==> config.mk <==
export PLATFORM = sky130hd
export DESIGN_NAME = lad_formatter
export DESIGN_NICKNAME = d
export VERILOG_FILES = /design/src/hdl/lad_pkg.sv /design/src/hdl/lad_stream_if.sv /design/src/hdl/lad_formatter.sv /design/src/hdl/lad_fifo.sv
export VERILOG_INCLUDE_DIRS = /design/src /design/src/hdl
export SDC_FILE = /design/constraint.sdc
export NUM_CORES = 1
export LEC_CHECK = 0
export BUFFER_PORTS_ARGS = -buffer_cell sky130_fd_sc_hd__buf_2
export CORE_MARGIN = 4
export CORE_UTILIZATION = 35
export DETAILED_ROUTE_END_ITERATION = 8
export GPL_ROUTABILITY_DRIVEN = 0
export PLACE_DENSITY = 0.47
export SLEW_MARGIN = 20
export SYNTH_ARGS = -nofsm -noshare
export SYNTH_HDL_FRONTEND = slang
export SYNTH_SLANG_ARGS = --single-unit
export TNS_END_PERCENT = 5
==> constraint.sdc <==
create_clock -name clock -period 4.99 [get_ports clock]
set_clock_uncertainty 0.1 [all_clocks]
set_input_delay 0.499 -clock clock [delete_from_list [all_inputs] [get_ports clock]]
set_output_delay 0.499 -clock clock [all_outputs]
set_load 0.02 [all_outputs]
==> src/hdl/lad_consts.svh <==
// Offsets, field positions, reset values and sizes of the ladder formatter
`ifndef LAD_CONSTS_SVH
`define LAD_CONSTS_SVH

// Register word indices, byte address is four times the index
`define LAD_CTL_INDEX 10'h0ef
`define LAD_HOLD_INDEX 10'h0fa
`define LAD_PACE_INDEX 10'h0f0
`define LAD_STAT_INDEX 10'h0f1

// Analog control field positions
`define LAD_CTL_GUARD 7
`define LAD_CTL_BIT_ONE 5
`define LAD_CTL_BIT_ZERO 4
`define LAD_CTL_HALF 3
`define LAD_CTL_LOW_MSB 5

// Hold value sign position
`define LAD_HOLD_SIGN 7

// Reset values
`define LAD_CTL_RESET 6'h00
`define LAD_HOLD_RESET 8'h80
`define LAD_PACE_RESET 8'h00
`define LAD_CODE_RESET 10'h000

// Status register field positions
`define LAD_STAT_EMPTY 16
`define LAD_STAT_FULL 17
`define LAD_STAT_LEVEL_LSB 24

// Sample buffer shape
`define LAD_CODE_W 10
`define LAD_FIFO_DEPTH 32
`define LAD_FIFO_AW 5

`endif

==> src/hdl/lad_pkg.sv <==
// Types shared by the ladder formatter modules
package lad_pkg;
	// One ladder code word
	typedef logic [9:0] lad_code_t;
	// One register byte
	typedef logic [7:0] lad_byte_t;
	// Bus slave states
	typedef enum logic [1:0] {
		lad_st_wait = 2'b00,
		lad_st_ack = 2'b01
	} lad_apb_e;
endpackage

==> src/hdl/lad_stream_if.sv <==
// Valid and ready stream between the formatter and its sample buffer
`timescale 1ns/1ps
interface lad_stream_if #(parameter int W = 10) ();
	logic [W-1:0] data;
	logic valid;
	logic ready;
	// Producer end
	modport tx (output data, output valid, input ready);
	// Consumer end
	modport rx (input data, input valid, output ready);
endinterface

==> src/hdl/lad_formatter.sv <==
// Ladder converter code formatter with its APB register slave
//
// Register access over APB is this design's own decision.
`timescale 1ns/1ps
`include "lad_consts.svh"
////////////////////////////////////////////////////////////////////////////
// What this block does
// - Drive a 10-bit unsigned ladder code, zero lowest, all ones highest.
// - Full scale: inverted hold bit 7, hold bits 6..0, control bits 5..4.
// - Half scale: inverted hold bit 7, hold 7..0, control bit 5 only.
// - Control bit 3 high picks half scale, low picks full scale.
// - Full scale acts as 10-bit signed sample, zero gives code 200H.
// - Half scale acts as 9-bit signed sample, codes 100H to 2FFH.
// - Control low six bits change only on writes with bit 7 zero.
////////////////////////////////////////////////////////////////////////////
module lad_formatter (
	// Clock and reset
	input wire logic clock,
	input wire logic rst_n,
	// APB slave
	input wire logic psel,
	input wire logic penable,
	input wire logic pwrite,
	input wire logic [11:0] paddr,
	input wire logic [31:0] pwdata,
	input wire logic [3:0] pstrb,
	output logic [31:0] prdata,
	output logic pready,
	output logic pslverr,
	// Ladder input of the analog stage
	output logic [9:0] ladder_code
);
	lad_pkg::lad_apb_e st_ff;
	lad_pkg::lad_apb_e nxt_st;
	logic [5:0] ctl_ff;
	lad_pkg::lad_byte_t hold_ff;
	lad_pkg::lad_byte_t pace_ff;
	lad_pkg::lad_byte_t pace_cnt_ff;
	lad_pkg::lad_code_t ladder_code_ff;
	logic [31:0] prdata_ff;
	logic pready_ff;
	logic pslverr_ff;
	logic [9:0] word_index;
	logic hit_ctl;
	logic hit_hold;
	logic hit_pace;
	logic hit_stat;
	logic mapped;
	logic access;
	logic commit;
	logic wr_lane;
	logic ctl_accept;
	logic wants_push;
	logic stall;
	logic tick;
	logic pop;
	logic [5:0] new_ctl;
	lad_pkg::lad_byte_t new_hold;
	logic [31:0] rd_value;
	logic [`LAD_FIFO_AW:0] fifo_level;

	lad_stream_if #(.W(`LAD_CODE_W)) fill_if ();
	lad_stream_if #(.W(`LAD_CODE_W)) drain_if ();

	////////////////////////////////////////////////////////////////////////
	// Sign and mode mapping from sample to ladder code
	function automatic lad_pkg::lad_code_t ladder_map(
		input lad_pkg::lad_byte_t h,
		input logic [5:0] c
	);
		lad_pkg::lad_code_t code;
		if (c[`LAD_CTL_HALF]) begin
			// Sign extended nine bit sample, offset by 200H
			code = {~h[7], h, c[`LAD_CTL_BIT_ONE]};
		end else begin
			// Ten bit sample, sign flipped gives offset binary
			code = {~h[7], h[6:0], c[5:4]};
		end
		return code;
	endfunction

	////////////////////////////////////////////////////////////////////////
	// Address decode on word index
	assign word_index = paddr[11:2];
	assign hit_ctl = (word_index == `LAD_CTL_INDEX);
	assign hit_hold = (word_index == `LAD_HOLD_INDEX);
	assign hit_pace = (word_index == `LAD_PACE_INDEX);
	assign hit_stat = (word_index == `LAD_STAT_INDEX);
	assign mapped = hit_ctl | hit_hold | hit_pace | hit_stat;

	// Transfer phases and write qualifiers
	assign access = psel & penable;
	assign commit = access & pready_ff;
	assign wr_lane = pwrite & pstrb[0];
	assign ctl_accept = wr_lane & hit_ctl & ~pwdata[`LAD_CTL_GUARD];
	assign wants_push = (wr_lane & hit_hold) | ctl_accept;
	// A code write waits while the buffer is full
	assign stall = wants_push & ~fill_if.ready;

	// Values the registers take if this write commits
	assign new_ctl = ctl_accept ? pwdata[5:0] : ctl_ff;
	assign new_hold = (wr_lane & hit_hold) ? pwdata[7:0] : hold_ff;

	// Read data mux, unused bits read zero
	always_comb begin
		rd_value = 32'h0000_0000;
		if (hit_ctl) begin
			rd_value[5:0] = ctl_ff;
		end else if (hit_hold) begin
			rd_value[7:0] = hold_ff;
		end else if (hit_pace) begin
			rd_value[7:0] = pace_ff;
		end else if (hit_stat) begin
			rd_value[9:0] = ladder_code_ff;
			rd_value[`LAD_STAT_EMPTY] = ~drain_if.valid;
			rd_value[`LAD_STAT_FULL] = ~fill_if.ready;
			rd_value[`LAD_STAT_LEVEL_LSB +: 6] = fifo_level;
		end
	end

	////////////////////////////////////////////////////////////////////////
	// Bus slave state, one wait state, more while a code write stalls on a full buffer, then a single ready cycle
	always_comb begin
		nxt_st = st_ff;
		case (st_ff)
			lad_pkg::lad_st_wait: begin
				if (access && !stall) begin
					nxt_st = lad_pkg::lad_st_ack;
				end
			end
			lad_pkg::lad_st_ack: begin
				nxt_st = lad_pkg::lad_st_wait;
			end
			default: begin
				nxt_st = lad_pkg::lad_st_wait;
			end
		endcase
	end

	// State register
	always_ff @(posedge clock) begin
		if (!rst_n) begin
			st_ff <= lad_pkg::lad_st_wait;
		end else begin
			st_ff <= nxt_st;
		end
	end

	// Answer registers, captured as ready rises
	always_ff @(posedge clock) begin
		if (!rst_n) begin
			pready_ff <= 1'b0;
			pslverr_ff <= 1'b0;
			prdata_ff <= 32'h0000_0000;
		end else begin
			pready_ff <= (nxt_st == lad_pkg::lad_st_ack);
			if (st_ff == lad_pkg::lad_st_wait && nxt_st == lad_pkg::lad_st_ack) begin
				pslverr_ff <= ~mapped;
				prdata_ff <= pwrite ? 32'h0000_0000 : rd_value;
			end else if (st_ff == lad_pkg::lad_st_ack) begin
				pslverr_ff <= 1'b0;
			end
		end
	end

	////////////////////////////////////////////////////////////////////////
	// Analog control low bits, guarded by bit 7 of the written value
	always_ff @(posedge clock) begin
		if (!rst_n) begin
			ctl_ff <= `LAD_CTL_RESET;
		end else if (commit && ctl_accept) begin
			ctl_ff <= pwdata[5:0];
		end
	end

	// Converter hold value, reset to the idle code source
	always_ff @(posedge clock) begin
		if (!rst_n) begin
			hold_ff <= `LAD_HOLD_RESET;
		end else if (commit && wr_lane && hit_hold) begin
			hold_ff <= pwdata[7:0];
		end
	end

	// Drain pacing divider, zero drains at once
	always_ff @(posedge clock) begin
		if (!rst_n) begin
			pace_ff <= `LAD_PACE_RESET;
		end else if (commit && wr_lane && hit_pace) begin
			pace_ff <= pwdata[7:0];
		end
	end

	////////////////////////////////////////////////////////////////////////
	// Each accepted code write pushes the freshly mapped code
	assign fill_if.valid = commit & wants_push;
	assign fill_if.data = ladder_map(new_hold, new_ctl);

	lad_fifo #(
		.WIDTH(`LAD_CODE_W),
		.DEPTH(`LAD_FIFO_DEPTH),
		.AW(`LAD_FIFO_AW)
	) u_fifo (
		.clock(clock),
		.rst_n(rst_n),
		.fill(fill_if),
		.drain(drain_if),
		.level(fifo_level)
	);

	// Drain at the paced rate
	assign tick = (pace_ff == 8'h00) || (pace_cnt_ff >= pace_ff);
	assign drain_if.ready = tick;
	assign pop = drain_if.valid & tick;

	// Pacing counter restarts at each drained code
	always_ff @(posedge clock) begin
		if (!rst_n) begin
			pace_cnt_ff <= 8'h00;
		end else if (pop) begin
			pace_cnt_ff <= 8'h00;
		end else if (!tick) begin
			pace_cnt_ff <= pace_cnt_ff + 8'h01;
		end
	end

	// Ladder code register, holds between drained codes
	always_ff @(posedge clock) begin
		if (!rst_n) begin
			ladder_code_ff <= `LAD_CODE_RESET;
		end else if (pop) begin
			ladder_code_ff <= drain_if.data;
		end
	end

	// Outputs straight from flip-flops
	assign ladder_code = ladder_code_ff;
	assign prdata = prdata_ff;
	assign pready = pready_ff;
	assign pslverr = pslverr_ff;
endmodule

==> src/hdl/lad_fifo.sv <==
// Sample buffer with valid and ready on both sides
`timescale 1ns/1ps
module lad_fifo #(
	parameter int WIDTH = 10,
	parameter int DEPTH = 32,
	parameter int AW = 5
) (
	// Clock and reset
	input wire logic clock,
	input wire logic rst_n,
	// Filling side
	lad_stream_if.rx fill,
	// Draining side
	lad_stream_if.tx drain,
	// Words held
	output logic [AW:0] level
);
	logic [WIDTH-1:0] mem [DEPTH];
	logic [AW:0] wr_ptr_ff;
	logic [AW:0] rd_ptr_ff;
	logic full;
	logic empty;
	logic do_push;
	logic do_pop;

	////////////////////////////////////////////////////////////////////////
	// Flags from pointers with one wrap bit
	assign level = wr_ptr_ff - rd_ptr_ff;
	assign full = (level == (AW+1)'(DEPTH));
	assign empty = (level == '0);
	assign fill.ready = ~full;
	assign drain.valid = ~empty;
	assign drain.data = mem[rd_ptr_ff[AW-1:0]];
	assign do_push = fill.valid & ~full;
	assign do_pop = drain.ready & ~empty;

	// Storage, no reset needed on data
	always_ff @(posedge clock) begin
		if (do_push) begin
			mem[wr_ptr_ff[AW-1:0]] <= fill.data;
		end
	end

	// Write pointer
	always_ff @(posedge clock) begin
		if (!rst_n) begin
			wr_ptr_ff <= '0;
		end else if (do_push) begin
			wr_ptr_ff <= wr_ptr_ff + 1'b1;
		end
	end

	// Read pointer
	always_ff @(posedge clock) begin
		if (!rst_n) begin
			rd_ptr_ff <= '0;
		end else if (do_pop) begin
			rd_ptr_ff <= rd_ptr_ff + 1'b1;
		end
	end
endmodule

# ---- Word level (Yosys, flattened, before mapping)
# Memories as Yosys holds them, arrays and structs flattened. A register that Yosys moved wholly into a read port is not among the register bits.
# Cells that the tools add are included.
dict set report totals {
  regBits 78
  latchBits 0
  mem_bits_rw 320
  mem_bits_ro 0
  inputBits 53
  out_inout_bits 44
  word_cells 82
  memories 1
}
dict set report op_classes {
  add_sub_neg 4
  mul 0
  div_mod_pow 0
  n_lt_le_gt_ge 1
  eq_ne 7
  n_shift 0
  muxes 25
  bitwise_logic 20
  n_reduce_logical 14
}
# memory words word_bits read_ports rd_clocked_by_memory_dff wr line
set mem_list {}
lappend mem_list {u_fifo.mem 32 10 1 1 1 lad_fifo.sv:18} ;# logic [WIDTH-1:0] mem [DEPTH];
# op count
set op_table {}
lappend op_table {{10-bit by 8-bit == test with 1-bit output (second input constant)} 4}
lappend op_table {{6-bit 2-to-1 mux} 6}
lappend op_table {{30-bit 2-to-1 mux} 1}
lappend op_table {{8-bit 2-to-1 mux} 3}
lappend op_table {{2-bit 2-to-1 mux} 8}
lappend op_table {{6-bit by 1-bit adder with 6-bit output (second input constant)} 2}
lappend op_table {{1-bit bitwise AND} 10}
lappend op_table {{10-bit 2-to-1 mux} 1}
lappend op_table {{9-bit 2-to-1 mux} 1}
lappend op_table {{8-bit by 1-bit adder with 8-bit output (second input constant)} 1}
lappend op_table {{8-bit greater-or-equal comparator} 1}
lappend op_table {{8-bit zero test} 1}
lappend op_table {{6-bit == test (second input constant)} 1}
lappend op_table {{1-bit logical AND} 6}
lappend op_table {{6-bit zero test} 1}
lappend op_table {{1-bit NOT} 6}
lappend op_table {{6-bit subtractor} 1}
lappend op_table {{2-bit by 1-bit == test with 1-bit output (second input constant)} 2}
lappend op_table {{1-bit 2-to-1 mux} 4}
lappend op_table {{4-bit 2-to-1 mux} 1}
lappend op_table {{1-bit bitwise OR} 4}
lappend op_table {{1-bit zero test} 2}
lappend op_table {{2-bit zero test} 1}
lappend op_table {{2-bit nonzero test} 1}
lappend op_table {{other kinds (2)} 2}

# ---- Longest topological paths before layout
dict set report depth {
  word_depth 12
  depth_mapped 13
  depth_no_buf 10
}

# ---- Cells and area by module
# From an unflattened synthesis, not the netlist that was laid out.
dict set report hier_totals {
  hier_cells 967
  area_unflattened_um2 16554.6
}
# module instances cells_each area_each_um2 seq_area_each_um2
set modules_own_cells {}
lappend modules_own_cells {lad_fifo 1 625 13340.3 9949.5}
lappend modules_own_cells {lad_formatter 1 342 3214.3 1241.2}

# ---- Worst setup path after synthesis
# Ideal clock, no wire load.
dict set report synth_timing {
  kind {in2reg}
  startpoint {input paddr[10]}
  endpoint {memory u_fifo.mem[0][1] (data pin)}
  setup_time_ps 385
  arrival_ps 3285
  required_time_ps 4505
  path_slack_ps 1219
  path_stages 5
  n_path_buf 0
  path_cell_list {nand4bb_4 -> or4_4 -> nor3_4 -> mux2i_1 -> mux2i_1}
}
dict set report synth_between {
  elab_chain_cells 5
  word_cells_on_any_way 8
  classes_between {eq/ne: 2; mux: 3; bitwise: 3}
}
# item line
set synth_lines {}
lappend synth_lines {{start: declaration} lad_formatter.sv:24} ;# input wire logic [11:0] paddr,
lappend synth_lines {{10-bit by 8-bit == test with 1-bit output (no source line)} --}
lappend synth_lines {{1-bit bitwise AND (2 in a row)} lad_formatter.sv:95} ;# assign ctl_accept = wr_lane & hit_ctl & ~pwdata[`LAD_CTL_GUARD];
lappend synth_lines {{6-bit 2-to-1 mux} lad_formatter.sv:101} ;# assign new_ctl = ctl_accept ? pwdata[5:0] : ctl_ff;
lappend synth_lines {{9-bit 2-to-1 mux (*)} lad_formatter.sv:72} ;# if (c[`LAD_CTL_HALF]) begin
lappend synth_lines {{named net fill_if.data[1]} lad_stream_if.sv:4} ;# logic [W-1:0] data;
lappend synth_lines {{end: declaration} lad_fifo.sv:18}
# Mark *: on every way through the listed nets, which the timed path passes. The rest lies on a longest branch.

# ---- Worst setup path in the final report
dict set report layout_timing {
  startpoint {register u_fifo.wr_ptr_ff[0]}
  endpoint {memory u_fifo.mem[11][7], enable pin}
}
dict set report layout_between {
  elab_chain_cells 6
}
# item line
set layout_lines {}
lappend layout_lines {{start: declaration} lad_fifo.sv:19} ;# logic [AW:0] wr_ptr_ff;
lappend layout_lines {{start signal: assignment} lad_fifo.sv:49} ;# wr_ptr_ff <= wr_ptr_ff + 1'b1;
lappend layout_lines {{6-bit subtractor} lad_fifo.sv:28} ;# assign level = wr_ptr_ff - rd_ptr_ff;
lappend layout_lines {{6-bit == test} lad_fifo.sv:29} ;# assign full = (level == (AW+1)'(DEPTH));
lappend layout_lines {{1-bit NOT} --}
lappend layout_lines {{1-bit bitwise AND} lad_fifo.sv:34} ;# assign do_push = fill.valid & ~full;
lappend layout_lines {{1-bit 2-to-1 mux} lad_fifo.sv:39} ;# if (do_push) begin
lappend layout_lines {{1-bit 2-to-1 mux (not written as such)} lad_fifo.sv:40} ;# mem[wr_ptr_ff[AW-1:0]] <= fill.data;
# Parallel ways exist; a longest one is shown, timed or not.

==> flow_summary.toml <==
[setup_path]
slowest_delay_ns = 0.49
cpMostUsedCell = "inv_1"
path_depth = 11
crit_fanout = 9
arrival_ns = 3.79
r2r.worst_path.cells = 11
r2r-end = "u_fifo.mem[11][7]"
crit_start = "u_fifo.wr_ptr_ff[0]"
start_kind = "flop"
worstReg2RegStart = "u_fifo.wr_ptr_ff[0]"
end_kind = "flop"
path_buf_inv = 3
path_delay_family = "simple AND/OR/NAND/NOR gates"
reg2reg_slack_ns = 1.35
crit_path_cell_trace = "inv_1 > ha_1 > inv_1 > fa_1 > a21o_1 > a21oi_1 > xnor2_1 > a211o_1 > nand3_1 > nor2_1 > buf_4"
cp.required_ns = 5.14
crit_end = "u_fifo.mem[11][7]"
crit_type = "flop to flop"
crit_slowest_cell = "nand3_1"

[synth]
yosys-top-cells-area = "edfxtp_1 (58%), mux4_2 (11%), dfxtp_1 (9.0%)"
syn_area_sq_um = 16500
synth_flop_cell = "edfxtp_1"
yosysUniqueCellTypes = 63
ys_seq_area_share_pct = 67.2
ys_seq_elements = 394
synth-warning-count = 0
synth_top_area_cell = "edfxtp_1"
yosysMostFrequentCell = "edfxtp_1"
syn_area_per_cell_sq_um = 15.6
synthTopCellsByCount = "edfxtp_1 (320), mux4_2 (77), nand2_1 (77)"
synth_top_area_share_pct = 58.2
async_reset_ff_share_pct = 0
synth_edf_count = 320
syn_inst = 1056

[floorplanning]
ios = 97
die_w_microns = 225
start_util_pct = 35.4
core_sq_um = 46600
rows = 79
die_y_microns = 225
die_area_sq_um = 50700

[clocking]
cts_root_buffer = "clkbuf_16"
cts.reportedPaths.clkPinSlew_ns = 0.06
cts.sinks = 394
cts_resized = 0
cts_post_setup_buffers_inserted = 0
cts_buffers = 43
hold_buffers = 0
cts_max_level = 2
insertion_delay_ns = 0.57
cts_tree = "done"
clk_path_buf_depth = 3

[timing]
slew_viol_final = 0
period_share_pct = 72.8
worst_slew_pin_slew_ns = 1.21
rsz0062_at_grt = "false"
finalHoldViolCount = 0
setup_slack_ns = 1.35
fmax_ghz = 0.275
min_period_ns = 3.64
fin_tns_setup_ns = 0
max_slew_margin_pct = 18.6
setup_viol = 0

[pwr]
internal_power_mw = 5.43
clockPowerShare_pct = 43.7
p_leak_nw = 7.06
swShare_pct = 22.6
combPwrFrac_pct = 6.2
seqPwrFrac_pct = 50.2
vdd_drop_max_uv = 207
p_switching_mw = 1.58
p_per_area_nw_per_um2 = 366

[placement]
dp_slack_ns = 0.907
place_area_sq_um = 17800
dp_hpwl_mm = 26.7
dp.cells = 1714
numPortBuffers = 53

[drt]
routed_wl_mm = 42.4
drt-pass1-iter-count = 7
drt-initial-drc-count = 621
vias = 9491
via_per_inst = 5.29
ant_nets = 0
wl_per_cell_microns = 23.6
route.detailed.drc = 0

[global_route]
grt_pass1_wl_mm = 62.6
grt_max_degree = 87
grt_usage_pct = 16.6
antenna_found_initial = 4
grt-ovfl-total = 0
grt_pass1_vias = 9404

[layout]
layout-drive-gt1-share_pct = 23.9
final_core_util_pct = 41.2
final_area_sq_um = 19200
final_net_count = 1227
fill_cells = 4209
syn_to_final_growth_pct = 16.3
instances_no_fill = 1795

[min_path]
hp-start = "pwdata[2]"
min_path_type = "input port to flop"

[job]
cap_viol_max_count = 0

[outcome]
status = "finished clean"
==> worst min path at each step <==
stage,to,slack [ns],cells past startpoint
after floorplan,pace_cnt_ff[7],0.36,2
after global placement,prdata[9],0.34,2
after detailed placement,prdata[24],0.35,2
after CTS,hold_ff[6],0.08,3
after global routing,hold_ff[1],0.09,3
final,hold_ff[2],0.12,3
==> state kept, by name, indices dropped and copies added, names as in the netlist <==
name,flops
u_fifo.wr_ptr_ff,6
prdata,18
pready,1
ladder_code,10
pace_cnt_ff,8
pace_ff,8
ctl_ff,6
u_fifo.rd_ptr_ff,6
st_ff,2
u_fifo.mem,320
pslverr,1
hold_ff,8
==> worst register-to-register path: cells and delay by family, from the launching register on <==
kind | cells | cell delay [ns]
AO/OA/AOI/OAI | 3 | 0.80
XOR/XNOR | 1 | 0.23
adder cells (fa/ha/maj) | 2 | 0.58
buffers and inverters | 3 | 0.44
flip-flops | 1 | 0.35
AND/OR/NAND/NOR | 2 | 0.81
==> power by group through the flow <==
| stage | clock network, mW | registers [mW] | logic [mW] |
|---|---|---|---|
| 3_3_place_gp | 0 | 3.59 | 0.443 |
| 5_1_grt | 3.29 | 3.52 | 0.471 |
| 2_1_floorplan | 0 | 3.60 | 0.321 |
| 3_5_place_dp | 0 | 3.59 | 0.444 |
| 6_report | 3.07 | 3.52 | 0.432 |
| 4_1_cts | 3.16 | 3.52 | 0.444 |
==> metrics by stage <==
stage	total power, mW	hold slack (ns)
2_1_floorplan	3.92	0.356
3_3_place_gp	4.04	0.341
3_5_place_dp	4.04	0.349
4_1_cts	7.13	0.0794
5_1_grt	7.28	0.0935
6_report	7.02	0.121
==> layer usage <==
layer | vias up | share of wire [%] | GRT usage, %
met1 | 4845 | 44 | 22.7
met5 | - | 0.11 | 0
met3 | 75 | 6.1 | 4.36
met2 | 225 | 47 | 26.7
met4 | 8 | 2.4 | 4.48
li1 | 4338 | - | -
==> area by class of cell <==
cell class	instances	area, sq um	area share, %
diodes	1	2.50	0.0130
clock buffers	54	1120	5.82
clock inverters	24	225	1.17
inverters	23	86.3	0.450
multi-input cells	584	5120	26.7
flip-flops and latches	394	11100	57.9
well taps	607	759	3.96
repair buffers	108	771	4.02
==> placed cells by master (no fill, tap or decap), types with 19 or more instances in the layout <==
master     count
buf_2         53
clkbuf_16     43
nand2_1       77
a21oi_1       40
nand3_1       33
o22ai_1       27
ha_1          19
mux2i_1       60
inv_1         21
o21ai_0       31
mux4_2        77
nor2_1        58
buf_4         50
edfxtp_1     320
dfxtp_1       71
==> cells by family (layout without fill, tap and decap cells) <==
kind of cell / count (synthesis) / in the layout / synth area share, %
AND/OR/NAND/NOR: 249 / 249 / 7.61
multiplexers: 148 / 148 / 14.8
flip-flops: 394 / 394 / 67.2
buffers and inverters: 92 / 209 / 2.70
adder cells (fa/ha/maj): 20 / 20 / 1.56
other: 1 / 16 / 0.0227
AO/OA/AOI/OAI: 148 / 148 / 5.79
XOR/XNOR: 4 / 4 / 0.258
Note: power is estimated with default switching activity, not from simulation.
